[config.mk]
export PLATFORM = sky130hd
export DESIGN_NAME = mtp_timer
export DESIGN_NICKNAME = d
export VERILOG_FILES = /design/src/hdl/mtp_pkg.sv /design/src/hdl/mtp_timer.sv /design/src/hdl/mtp_rate_div.sv
export SDC_FILE = /design/constraint.sdc
export NUM_CORES = 1
export LEC_CHECK = 0
export BUFFER_PORTS_ARGS = -buffer_cell sky130_fd_sc_hd__buf_4
export CORE_MARGIN = 2
export CORE_UTILIZATION = 45
export CTS_BUF_LIST = sky130_fd_sc_hd__clkbuf_16
export DETAILED_ROUTE_END_ITERATION = 16
export SLEW_MARGIN = 20
export SYNTH_ARGS = -nofsm -noshare
export SYNTH_HDL_FRONTEND = slang
export SYNTH_SLANG_ARGS = --single-unit
[constraint.sdc]
create_clock -name core_clk_i -period 4.2 [get_ports core_clk_i]
set_input_delay 1.26 -clock core_clk_i [delete_from_list [all_inputs] [get_ports core_clk_i]]
set_output_delay 1.26 -clock core_clk_i [all_outputs]
set_load 0.1 [all_outputs]
[src/hdl/mtp_pkg.sv]
// constants for the modulo interval timer that shares storage with the pwm
// assumes a single 25 MHz core clock and the cpu flag and transfer ports
package mtp_pkg;
	// ****************************************
	// clock and basic clock rates
	// ****************************************
	localparam int unsigned CLK_HZ = 25_000_000;
	localparam int unsigned FAST_HZ = 1_125_000;
	localparam int unsigned SLOW_HZ = 112_500;
	localparam int ACC_W = 25;
	localparam logic [ACC_W-1:0] ACC_MOD = ACC_W'(CLK_HZ);
	localparam logic [ACC_W-1:0] FAST_STEP = ACC_W'(FAST_HZ);
	localparam logic [ACC_W-1:0] SLOW_STEP = ACC_W'(SLOW_HZ);
	// longest gap between two basic clock ticks, in core cycles
	localparam int FAST_GAP = (CLK_HZ + FAST_HZ - 1) / FAST_HZ;
	localparam int SLOW_GAP = (CLK_HZ + SLOW_HZ - 1) / SLOW_HZ;

	// ****************************************
	// flag positions
	// ****************************************
	localparam int CTL_SEL_BIT = 3;
	localparam int CTL_EN_BIT = 1;
	localparam int CTL_CLR_BIT = 0;
	localparam int CKS_RATE_BIT = 0;
	localparam int CKS_LEN9_BIT = 1;
	localparam int FLAG_W = 4;

	// ****************************************
	// storage and transfer
	// ****************************************
	localparam int CNT_W = 8;
	localparam int WORD_W = 9;
	localparam int XFER_W = 16;
	localparam int N_WORDS = 3;
	localparam logic [1:0] IDX_MATCH = 2'h2;
	localparam logic [WORD_W-1:0] WORD_RST = 9'h1FF;
	localparam logic [CNT_W-1:0] CNT_RST = 8'h00;
	localparam logic [2:0] PINS_GP = 3'h7;
endpackage

[src/hdl/mtp_timer.sv]
// modulo interval timer sharing its match word and pins with the pwm
// assumes cpu flag writes, transfers and reset events come in on core_clk_i
`timescale 1ns/100ps

// Function
// - 8-bit counter counts selected basic clock
// - timer use forces three pins to port
// - timer use forces 8-bit converter length
// - rate flag bit 0 picks basic clock
// - select bit 3 enables other controls
// - enable bit 1 gates basic clock
// - writing clear bit 0 zeroes counter
// - interrupt request when count equals match
// - match word shares pwm word two storage
// - pwm words one, zero stay 9-bit latches
// - 16-bit transfer, upper bits read zero
// - hard, watchdog and clock-stop resets load all ones into words
// - enable does not resync basic clock
// - clear does not restart divider
// - chip-enable reset keeps state, disables interrupts while timer selected
module mtp_timer (
	input wire logic core_clk_i,
	input wire logic rst_i,
	input wire logic wdt_rst_i,
	input wire logic clk_stop_i,
	input wire logic ce_rst_i,
	input wire logic int_enable_i,
	input wire logic ctl_wr_i,
	input wire logic [3:0] ctl_wdata_i,
	input wire logic cks_wr_i,
	input wire logic [3:0] cks_wdata_i,
	input wire logic put_i,
	input wire logic get_i,
	input wire logic [1:0] word_idx_i,
	input wire logic [15:0] xfer_wdata_i,
	output logic [15:0] xfer_rdata_o,
	output logic [3:0] ctl_rdata_o,
	output logic [3:0] cks_rdata_o,
	output logic [7:0] count_o,
	output logic irq_o,
	output logic int_disable_o,
	output logic [2:0] pins_gp_o,
	output logic len9_o
);
	// ****************************************
	// basic clocks
	// ****************************************
	logic fast_tick;
	logic slow_tick;

	// dividers run from reset on, so enable and clear never resync them
	mtp_rate_div #(.STEP(mtp_pkg::FAST_STEP), .MODULUS(mtp_pkg::ACC_MOD))
		u_fast (.core_clk_i(core_clk_i), .rst_i(rst_i), .tick_o(fast_tick));
	mtp_rate_div #(.STEP(mtp_pkg::SLOW_STEP), .MODULUS(mtp_pkg::ACC_MOD))
		u_slow (.core_clk_i(core_clk_i), .rst_i(rst_i), .tick_o(slow_tick));

	// ****************************************
	// control flags
	// ****************************************
	logic sel_q, sel_d;
	logic en_q, en_d;
	logic rate_q, rate_d;
	logic len9_q, len9_d;
	logic clr_req;
	logic soft_rst;

	assign soft_rst = wdt_rst_i | clk_stop_i;
	// clear only acts with the timer selected in the same write
	assign clr_req = ctl_wr_i & ctl_wdata_i[mtp_pkg::CTL_CLR_BIT] &
		ctl_wdata_i[mtp_pkg::CTL_SEL_BIT];

	always_comb begin
		sel_d = sel_q;
		en_d = en_q;
		rate_d = rate_q;
		len9_d = len9_q;
		if (soft_rst) begin
			sel_d = 1'b0;
			en_d = 1'b0;
			rate_d = 1'b0;
			len9_d = 1'b0;
		end else begin
			if (ctl_wr_i) begin
				sel_d = ctl_wdata_i[mtp_pkg::CTL_SEL_BIT];
				en_d = ctl_wdata_i[mtp_pkg::CTL_EN_BIT];
			end
			if (cks_wr_i) begin
				rate_d = cks_wdata_i[mtp_pkg::CKS_RATE_BIT];
				len9_d = cks_wdata_i[mtp_pkg::CKS_LEN9_BIT];
			end
		end
	end

	always_ff @(posedge core_clk_i or posedge rst_i) begin
		if (rst_i) begin
			sel_q <= 1'b0;
			en_q <= 1'b0;
			rate_q <= 1'b0;
			len9_q <= 1'b0;
		end else begin
			sel_q <= sel_d;
			en_q <= en_d;
			rate_q <= rate_d;
			len9_q <= len9_d;
		end
	end

	// ****************************************
	// shared word storage
	// ****************************************
	logic [mtp_pkg::WORD_W-1:0] word_q [mtp_pkg::N_WORDS];
	logic [mtp_pkg::WORD_W-1:0] word_d [mtp_pkg::N_WORDS];
	logic [mtp_pkg::WORD_W-1:0] match_w;

	// index two is both the match word and pwm word two
	assign match_w = word_q[mtp_pkg::IDX_MATCH];

	always_comb begin
		for (int i = 0; i < mtp_pkg::N_WORDS; i++) begin
			word_d[i] = word_q[i];
			if (soft_rst) begin
				word_d[i] = mtp_pkg::WORD_RST;
			end else if (put_i && word_idx_i == 2'(i)) begin
				// words one and zero latch all nine bits in any mode
				word_d[i] = xfer_wdata_i[mtp_pkg::WORD_W-1:0];
			end
		end
	end

	always_ff @(posedge core_clk_i or posedge rst_i) begin
		if (rst_i) begin
			for (int i = 0; i < mtp_pkg::N_WORDS; i++) begin
				word_q[i] <= mtp_pkg::WORD_RST;
			end
		end else begin
			for (int i = 0; i < mtp_pkg::N_WORDS; i++) begin
				word_q[i] <= word_d[i];
			end
		end
	end

	// ****************************************
	// counter and match
	// ****************************************
	logic [mtp_pkg::CNT_W-1:0] cnt_q, cnt_d;
	logic irq_q, irq_d;
	logic tick;
	logic step;
	logic at_match;

	assign tick = rate_q ? slow_tick : fast_tick;
	// enable only gates ticks; a tick may be missed at either edge
	assign step = tick & sel_q & en_q;
	// the 8-bit counter never reaches a match word above 0FFH
	assign at_match = ({1'b0, cnt_q} == match_w);

	always_comb begin
		cnt_d = cnt_q;
		irq_d = 1'b0;
		if (soft_rst || clr_req) begin
			cnt_d = mtp_pkg::CNT_RST;
		end else if (step) begin
			if (at_match) begin
				cnt_d = mtp_pkg::CNT_RST;
			end else begin
				cnt_d = cnt_q + 8'h01;
			end
			irq_d = ({1'b0, cnt_d} == match_w);
		end
	end

	always_ff @(posedge core_clk_i or posedge rst_i) begin
		if (rst_i) begin
			cnt_q <= mtp_pkg::CNT_RST;
			irq_q <= 1'b0;
		end else begin
			cnt_q <= cnt_d;
			irq_q <= irq_d;
		end
	end

	// ****************************************
	// interrupt disable and pin outputs
	// ****************************************
	logic di_q, di_d;
	logic [2:0] gp_q, gp_d;
	logic len_out_q, len_out_d;

	always_comb begin
		di_d = di_q;
		if (int_enable_i || soft_rst) begin
			di_d = 1'b0;
		end
		// set wins over a clear in the same cycle
		if (ce_rst_i && sel_q) begin
			di_d = 1'b1;
		end
		gp_d = sel_q ? mtp_pkg::PINS_GP : 3'h0;
		len_out_d = len9_q & ~sel_q;
	end

	always_ff @(posedge core_clk_i or posedge rst_i) begin
		if (rst_i) begin
			di_q <= 1'b0;
			gp_q <= 3'h0;
			len_out_q <= 1'b0;
		end else begin
			di_q <= di_d;
			gp_q <= gp_d;
			len_out_q <= len_out_d;
		end
	end

	// ****************************************
	// read back
	// ****************************************
	logic [15:0] rdata_q, rdata_d;
	logic [3:0] ctl_rd_q, ctl_rd_d;
	logic [3:0] cks_rd_q, cks_rd_d;

	always_comb begin
		rdata_d = rdata_q;
		if (get_i && word_idx_i < 2'(mtp_pkg::N_WORDS)) begin
			rdata_d = {7'h00, word_q[word_idx_i]};
		end else if (get_i) begin
			rdata_d = 16'h0000;
		end
		// clear flag always reads zero
		ctl_rd_d = {sel_q, 1'b0, en_q, 1'b0};
		cks_rd_d = {2'h0, len9_q, rate_q};
	end

	always_ff @(posedge core_clk_i or posedge rst_i) begin
		if (rst_i) begin
			rdata_q <= 16'h0000;
			ctl_rd_q <= 4'h0;
			cks_rd_q <= 4'h0;
		end else begin
			rdata_q <= rdata_d;
			ctl_rd_q <= ctl_rd_d;
			cks_rd_q <= cks_rd_d;
		end
	end

	assign xfer_rdata_o = rdata_q;
	assign ctl_rdata_o = ctl_rd_q;
	assign cks_rdata_o = cks_rd_q;
	assign count_o = cnt_q;
	assign irq_o = irq_q;
	assign int_disable_o = di_q;
	assign pins_gp_o = gp_q;
	assign len9_o = len_out_q;

	// ****************************************
	// checks
	// ****************************************
	property p_count_step;
		@(posedge core_clk_i) disable iff (rst_i)
		step && !at_match && !clr_req && !soft_rst
			|=> count_o == $past(count_o) + 8'h01;
	endproperty
	a_count_step: assert property (p_count_step)
		else $error("counter did not advance by one");

	property p_pins_gp;
		@(posedge core_clk_i) disable iff (rst_i)
		sel_q |=> pins_gp_o == 3'h7;
	endproperty
	a_pins_gp: assert property (p_pins_gp)
		else $error("pins not forced to port mode");

	property p_len8;
		@(posedge core_clk_i) disable iff (rst_i)
		sel_q |=> !len9_o;
	endproperty
	a_len8: assert property (p_len8)
		else $error("9-bit length while timer selected");

	property p_hold;
		@(posedge core_clk_i) disable iff (rst_i)
		!(sel_q && en_q) && !clr_req && !soft_rst |=> $stable(count_o);
	endproperty
	a_hold: assert property (p_hold)
		else $error("counter moved while stopped");

	property p_clear;
		@(posedge core_clk_i) disable iff (rst_i)
		clr_req |=> count_o == 8'h00 ##1 count_o <= 8'h01;
	endproperty
	a_clear: assert property (p_clear)
		else $error("clear did not zero counter");

	property p_irq_match;
		@(posedge core_clk_i) disable iff (rst_i)
		irq_o |-> {1'b0, count_o} == word_q[2];
	endproperty
	a_irq_match: assert property (p_irq_match)
		else $error("interrupt without match");

	property p_upper_zero;
		@(posedge core_clk_i) disable iff (rst_i)
		get_i |=> xfer_rdata_o[15:9] == 7'h00;
	endproperty
	a_upper_zero: assert property (p_upper_zero)
		else $error("upper transfer bits not zero");

	property p_soft_reset;
		@(posedge core_clk_i) disable iff (rst_i)
		wdt_rst_i || clk_stop_i |=> word_q[2] == 9'h1FF && !sel_q;
	endproperty
	a_soft_reset: assert property (p_soft_reset)
		else $error("match word not reloaded");

	property p_ce_di;
		@(posedge core_clk_i) disable iff (rst_i)
		ce_rst_i && sel_q && !soft_rst && !ctl_wr_i
			|=> int_disable_o && $stable(sel_q) && $stable(en_q);
	endproperty
	a_ce_di: assert property (p_ce_di)
		else $error("chip-enable reset left interrupts on");

	property p_wrap;
		@(posedge core_clk_i) disable iff (rst_i)
		step && at_match && !soft_rst |=> count_o == 8'h00;
	endproperty
	a_wrap: assert property (p_wrap)
		else $error("counter not cleared after match");

	c_irq: cover property (@(posedge core_clk_i) disable iff (rst_i)
		irq_o ##[1:300] irq_o);
	c_clear: cover property (@(posedge core_clk_i) disable iff (rst_i)
		step ##1 clr_req);
	c_ce: cover property (@(posedge core_clk_i) disable iff (rst_i)
		ce_rst_i && sel_q && en_q);
endmodule

[src/hdl/mtp_rate_div.sv]
// fractional divider that turns the core clock into one basic clock tick
// assumes STEP below MODULUS; free running, never restarted by the timer
`timescale 1ns/100ps
module mtp_rate_div #(
	parameter logic [mtp_pkg::ACC_W-1:0] STEP = mtp_pkg::FAST_STEP,
	parameter logic [mtp_pkg::ACC_W-1:0] MODULUS = mtp_pkg::ACC_MOD
) (
	input wire logic core_clk_i,
	input wire logic rst_i,
	output logic tick_o
);
	logic [mtp_pkg::ACC_W-1:0] acc_q;
	logic [mtp_pkg::ACC_W-1:0] acc_d;
	logic [mtp_pkg::ACC_W:0] sum;
	logic tick_d;

	// phase accumulator keeps the average rate exact at non-integer ratios
	always_comb begin
		sum = {1'b0, acc_q} + {1'b0, STEP};
		tick_d = 1'b0;
		acc_d = sum[mtp_pkg::ACC_W-1:0];
		if (sum >= {1'b0, MODULUS}) begin
			acc_d = mtp_pkg::ACC_W'(sum - {1'b0, MODULUS});
			tick_d = 1'b1;
		end
	end

	always_ff @(posedge core_clk_i or posedge rst_i) begin
		if (rst_i) begin
			acc_q <= '0;
			tick_o <= 1'b0;
		end else begin
			acc_q <= acc_d;
			tick_o <= tick_d;
		end
	end
endmodule

# --- Word level (Yosys, flattened, before mapping) ---
# Cells that the tools add are included.
totals:
  register_bits: 117
  inputBits: 36
classes:
  reduce_logical: 16
  n_bitwise: 8
  n_mux: 34
  n_eq_ne: 4
  magnitude_cmp: 4
  n_addsub: 5
op_table:
  columns: ["operator", "n"]
  rows:
  - ["$mux 9", 8]
  - ["$ge 26x25->1 const B", 2]
  - ["$mux 25", 2]
  - ["$sub 25x25->25 const B", 2]
  - ["$mux 8", 5]
  - ["$mux 16", 2]
  - ["$add 25x17->26 const B", 1]
  - ["$add 25x21->26 const B", 1]
  - ["$bmux 9 s2", 1]
  - ["$eq 8x9->1", 2]
  - ["$reduce_bool 2->1", 8]
  - ["$mux 1", 15]
  - ["$add 8x1->8 const B", 1]
  - ["$and 1x1->1", 5]
  - ["$logic_and 1x1->1", 5]
  - ["$ge 3x3->1 const B", 1]
  - ["$mux 3", 1]
  - ["$not 2->3", 1]
  - ["$eq 2x1->1 const B", 1]
  - ["$eq 2x2->1 const B", 1]
  - ["$logic_not 2->1", 1]
  - ["$logic_or 1x1->1", 2]
  - ["$lt 2x2->1 const B", 1]
  - ["$not 1->1", 1]
  - ["$or 1x1->1", 1]

# --- Longest topological paths before layout ---
depth:
  depth_word: 8
  mapped_depth: 15

# --- Hierarchy ---
# From an unflattened synthesis, not the netlist that was laid out.
hier_totals:
  cells_unflattened: 757
  area_unflattened_um2: 6698.9
by_module_without_submodules:
  columns: ["module", "instances", "area_each_um2", "seq_area_each_um2", "cells_per_inst"]
  rows:
  - ["mtp_timer", 1, 2891.5, 1410.1, 318]
  - ["mtp_rate_div at u_slow", 1, 1924.3, 600.6, 216]
  - ["mtp_rate_div at u_fast", 1, 1883.1, 575.6, 223]

# --- Worst setup path after synthesis ---
# Ideal clock, no wire load.
synth_timing:
  path_type: "register to register"
  from: "register u_slow.acc_q[2] (netlist name)"
  to: "register u_slow.acc_q[13] (netlist name)"
  path_stages_with_launch: 13
  arrival_time_ps: 3291
  period_less_slack_ps: 3403
  setup_slack_ps: 797
  required_ps: 4089
  path_cell_list: "dfrtp_1 -> ha_1 -> o41a_1 -> a2111oi_0 -> a211o_1 -> and2_4 -> nand4_1 -> nor3b_1 -> o41a_1 -> buf_6 -> o21ai_1 -> nand3_1 -> a2111oi_2"
synth_between:
  elab_chain_len: 3
  elab_cells_between_ends: 4
  cone_classes: "add/sub (2); order compare (1); mux (1)"
synth_lines:
  columns: ["item", "line_no", "source"]
  rows:
  - ["start: declaration", "mtp_rate_div.sv:12", "logic [mtp_pkg::ACC_W-1:0] acc_q;"]
  - ["start signal: assignment", "mtp_rate_div.sv:30", "acc_q <= '0;"]
  - ["start signal: assignment", "mtp_rate_div.sv:33", "acc_q <= acc_d;"]
  - ["$add 25x17->26 (*)", "mtp_rate_div.sv:19", "sum = {1'b0, acc_q} + {1'b0, STEP};"]
  - ["$sub 25x25->25 or $ge 26x25->1 (tied branches)", "mtp_rate_div.sv:23, mtp_rate_div.sv:22", null]
  - ["$mux 25 (*)", "mtp_rate_div.sv:22", "if (sum >= {1'b0, MODULUS}) begin"]
  - ["named net u_slow.acc_d (one bit)", "mtp_rate_div.sv:13", "logic [mtp_pkg::ACC_W-1:0] acc_d;"]
# The timed path passes the listed nets; every way through them passes the cells marked *.
# A chain may end at the register's enable or synchronous reset.

# --- Worst setup path after layout ---
# Same ends and word-level chain as after synthesis.

==> results by group <==
Run status
  – Status: completed

Finish
  – Finished Layout Cells: between 900 and 1000
  – Most frequent cells in the layout: nand2_1 (97), dfrtp_1 (75), nor2_1 (67)
  – Final layout net count: between 700 and 800
  – ANT cells: 0
  – Area Overhead vs Synth: 13.0%
  – Commonest non-fill, non-tap cell in the layout: nand2_1
  – Layout cells sized above 1: around 17%

Pwr
  – Logic gate share of total power: between 10% and 20%
  – Static Leakage: slightly above 0.003 uW
  – Sw frac: around 27%
  – Share of power burned in registers: between 40 and 50%
  – PD cells: 307 mW/mm2
  – Clock Power Share: between 40% and 50%
  – Cell internal pwr: 1590 uW
  – Peak supply drop: 152 uV
  – Overall power: 2190 uW
  – Net Sw Power: 602 uW

CTS
  – TritonCTS clock tree: built
  – Worst-skew pair later-pin latency: around 350 ps
  – Reg clk slew, reported paths: 70 ps
  – Post-CTS sizing: 0
  – Post-CTS Setup Repair Bufs: 0
  – CTS sink cnt: ~100
  – Hold buffer count at CTS: 0
  – Max clock buf depth: 2
  – Number of buffers created by CTS: 9
  – CTS H-tree lvls: 3
  – Root Driver: clkbuf_16

Floorplanning
  – Rows: 43
  – IO Count: between 70 and 80
  – Core Area: between 0.01 and 0.015 mm2
  – Die Wd: 122 um
  – Chip height: roughly 120 um
  – Initial Utilization: 45.7%
  – Die area: approximately 0.015 mm2

STA
  – Slew Viols, Final: 0
  – Tightest Pin Transition: 1020 ps
  – RSZ-0062 raised after global routing: no
  – Tmin final: about 3900 ps
  – Max Fclk: between 200 and 300 MHz
  – Slew headroom: about a third
  – Setup ws final: between 300 and 400 ps
  – Setup TNS: 0 ps
  – Endpoints failing setup: 0
  – Fin Hold WS: between 300 and 400 ps
  – Setup Skew: about 10 ps
  – Hold Fails Final Rpt: 0
  – Final period util: between 90% and 100%

Routing
  – Final ANT Viol Nets: 0
  – Drc violations: 0
  – Total routed wirelength: 14300 um
  – Routed wire per std cell: 15.2 um
  – Drt first pass iters: 5
  – Vias: roughly 5300
  – Vias/cell: between 5 and 6
  – DR iter-0 viols: around 400

Min path
  – Hold Startpoint: en_q$_DFFE_PP0P_
  – Hold crit path type: flop to flop
  – Hold worst-path end: ctl_rdata_o[1]$_DFF_PP0_
  – Hold depth: 0

GRT
  – First-pass GRT wire length: ~23000 um
  – Aggregate global-route resource usage: between 10% and 20%
  – Initial antenna violation count: 0
  – Gr ovfl total: 0
  – Vias in the first global route: 4817
  – Largest net degree at the start of global routing: between 40 and 50

Placed design
  – Placer Congestion: about 0.9
  – Cells after DPL: 923
  – Dpl ws: just under 400 ps
  – I/O Buffers: 52
  – Post-DP HPWL: 10300 um

Synth
  – Seq/Total Area, Yosys: between 40% and 50%
  – Syn Area/Cell: about 8.8 um2
  – Cell area after technology mapping: between 0.006 and 0.007 mm2
  – Yosys reg bits: a little over 100
  – Ys Warns: 0
  – Synth Instances: 718
  – Post-synth EDFFs: 0
  – Top_reg_cell synth: dfrtp_1
  – Yosys cell types: 69
  – Post-synthesis async set-or-reset flop share: 100%

Setup path
  – Critical path arrival: 4100 ps
  – Critical Path End Type: flop
  – Setup crit start kind: flop
  – CP Data Required Time: between 4000 and 5000 ps
  – FF-to-FF setup slack: roughly 330 ps
  – Reg-to-Reg End: u_slow.acc_q[13]$_DFF_PP0_
  – Worst-path fanout max: 9
  – Crit Path Class: flop to flop
  – Worst r2r src: u_slow.acc_q[2]$_DFF_PP0_
  – Worst r2r path cells: 11

Job
  – MaxCap Viol Count: 0
[sequential cells by signal, indices dropped and copies added, names as in the netlist, 2 cells and up]
name,count
match_w,9
cks_rdata_o,2
count_o,8
word_q,18
u_fast.acc_q,22
xfer_rdata_o,9
u_slow.acc_q,23
[worst max-delay path, cell delays in order (launching register included)]
cell,delay [ps]
dfrtp_1,440
ha_1,320
o41ai_4,510
a311oi_2,250
nand2b_1,330
and2_1,270
o22ai_1,230
nor3b_1,90
o41a_1,600
or4_1,530
nand3_1,110
a2111oi_2,50
[layer usage]
metal,up-vias,track usage (%),share of wire (%)
li1,2577,-,-
met1,2545,25.0,45
met2,123,32.5,49
met3,17,2.70,4.0
met4,0,8.33,2.0
met5,-,0,0
[through the flow]
step	util, %	cell area, um2
final	51.7	7120
after global routing	51.7	7120
after CTS	51.7	7120
after detailed placement	49.3	6800
after global placement	49.3	6800
after floorplan	-	6330
[power by group through the flow]
stage	logic [uW]	clock network [uW]	registers (uW)
3_3_place_gp	258	0	1040
6_report	258	912	1020
5_1_grt	275	982	1020
4_1_cts	260	934	1020
3_5_place_dp	260	0	1040
2_1_floorplan	124	0	1110
[cell usage after synthesis, types with 3 or more instances]
master | n | share of area, %
nand2_1 | 97 | 5.8
dfrtp_1 | 75 | 30
nor2_1 | 68 | 4.1
xnor2_1 | 52 | 7.2
nand3_1 | 51 | 4.1
a21oi_1 | 46 | 3.7
dfstp_2 | 27 | 11
xor2_1 | 25 | 3.5
clkbuf_1 | 22 | 1.3
o21ai_0 | 19 | 1.5
inv_1 | 18 | 1.1
mux2i_1 | 18 | 2.9
nor3_1 | 18 | 1.4
and3_1 | 14 | 1.4
buf_4 | 14 | 1.7
nand4_1 | 10 | 0.99
nor2b_1 | 9 | 0.89
o31ai_1 | 8 | 0.95
ha_1 | 7 | 1.4
a21o_1 | 6 | 0.72
a31oi_1 | 5 | 0.50
nand3b_1 | 5 | 0.60
nor4_1 | 5 | 0.50
o22ai_1 | 5 | 0.50
or2_2 | 5 | 0.50
a2111oi_0 | 4 | 0.56
a21boi_0 | 4 | 0.48
buf_1 | 4 | 0.24
buf_2 | 4 | 0.32
nand2b_1 | 4 | 0.40
a211oi_1 | 3 | 0.36
a31o_2 | 3 | 0.42
a32o_1 | 3 | 0.48
a32oi_1 | 3 | 0.42
and2_1 | 3 | 0.30
and3b_1 | 3 | 0.42
nor3b_1 | 3 | 0.36
o211ai_1 | 3 | 0.36
o21a_1 | 3 | 0.36
or3b_2 | 3 | 0.42
or4_1 | 3 | 0.36
[kinds of logic (layout without fill, tap and decap cells)]
logic type / after synthesis / after routing / synth area share, %
simple gates: 309 / 309 / 23.5
compound gates: 138 / 138 / 15.2
flops: 102 / 102 / 41.1
xor+xnor: 77 / 77 / 10.7
buf+inv: 65 / 96 / 5.03
mux: 19 / 19 / 3.04
fa+ha+maj: 7 / 7 / 1.39
other cells: 1 / 11 / 0.0596
[worst max path at each step]
stage                                    from                    endpoint  depth (start not counted)
global route        u_slow.acc_q[2]$_DFF_PP0_  u_slow.acc_q[13]$_DFF_PP0_                         11
finish              u_slow.acc_q[2]$_DFF_PP0_  u_slow.acc_q[13]$_DFF_PP0_                         11
detailed placement  u_slow.acc_q[2]$_DFF_PP0_  u_slow.acc_q[13]$_DFF_PP0_                         11
floorplan                               rst_i    cks_rdata_o[0]$_DFF_PP0_                          1
global placement    u_slow.acc_q[2]$_DFF_PP0_  u_slow.acc_q[13]$_DFF_PP0_                         11
CTS                 u_slow.acc_q[2]$_DFF_PP0_  u_slow.acc_q[13]$_DFF_PP0_                         11
[area by class of cell]
cell class	instances	area (um2)
Tap cell	180	225
Sequential cell	102	2590
Inverter	19	73.8
Fill cell	1307	6660
Timing Repair Buffer	61	470
Multi-Input combinational cell	561	3440
Clock buffer	9	225
Clock inverter	7	96.3
Note: power is estimated with default switching activity, not from simulation.
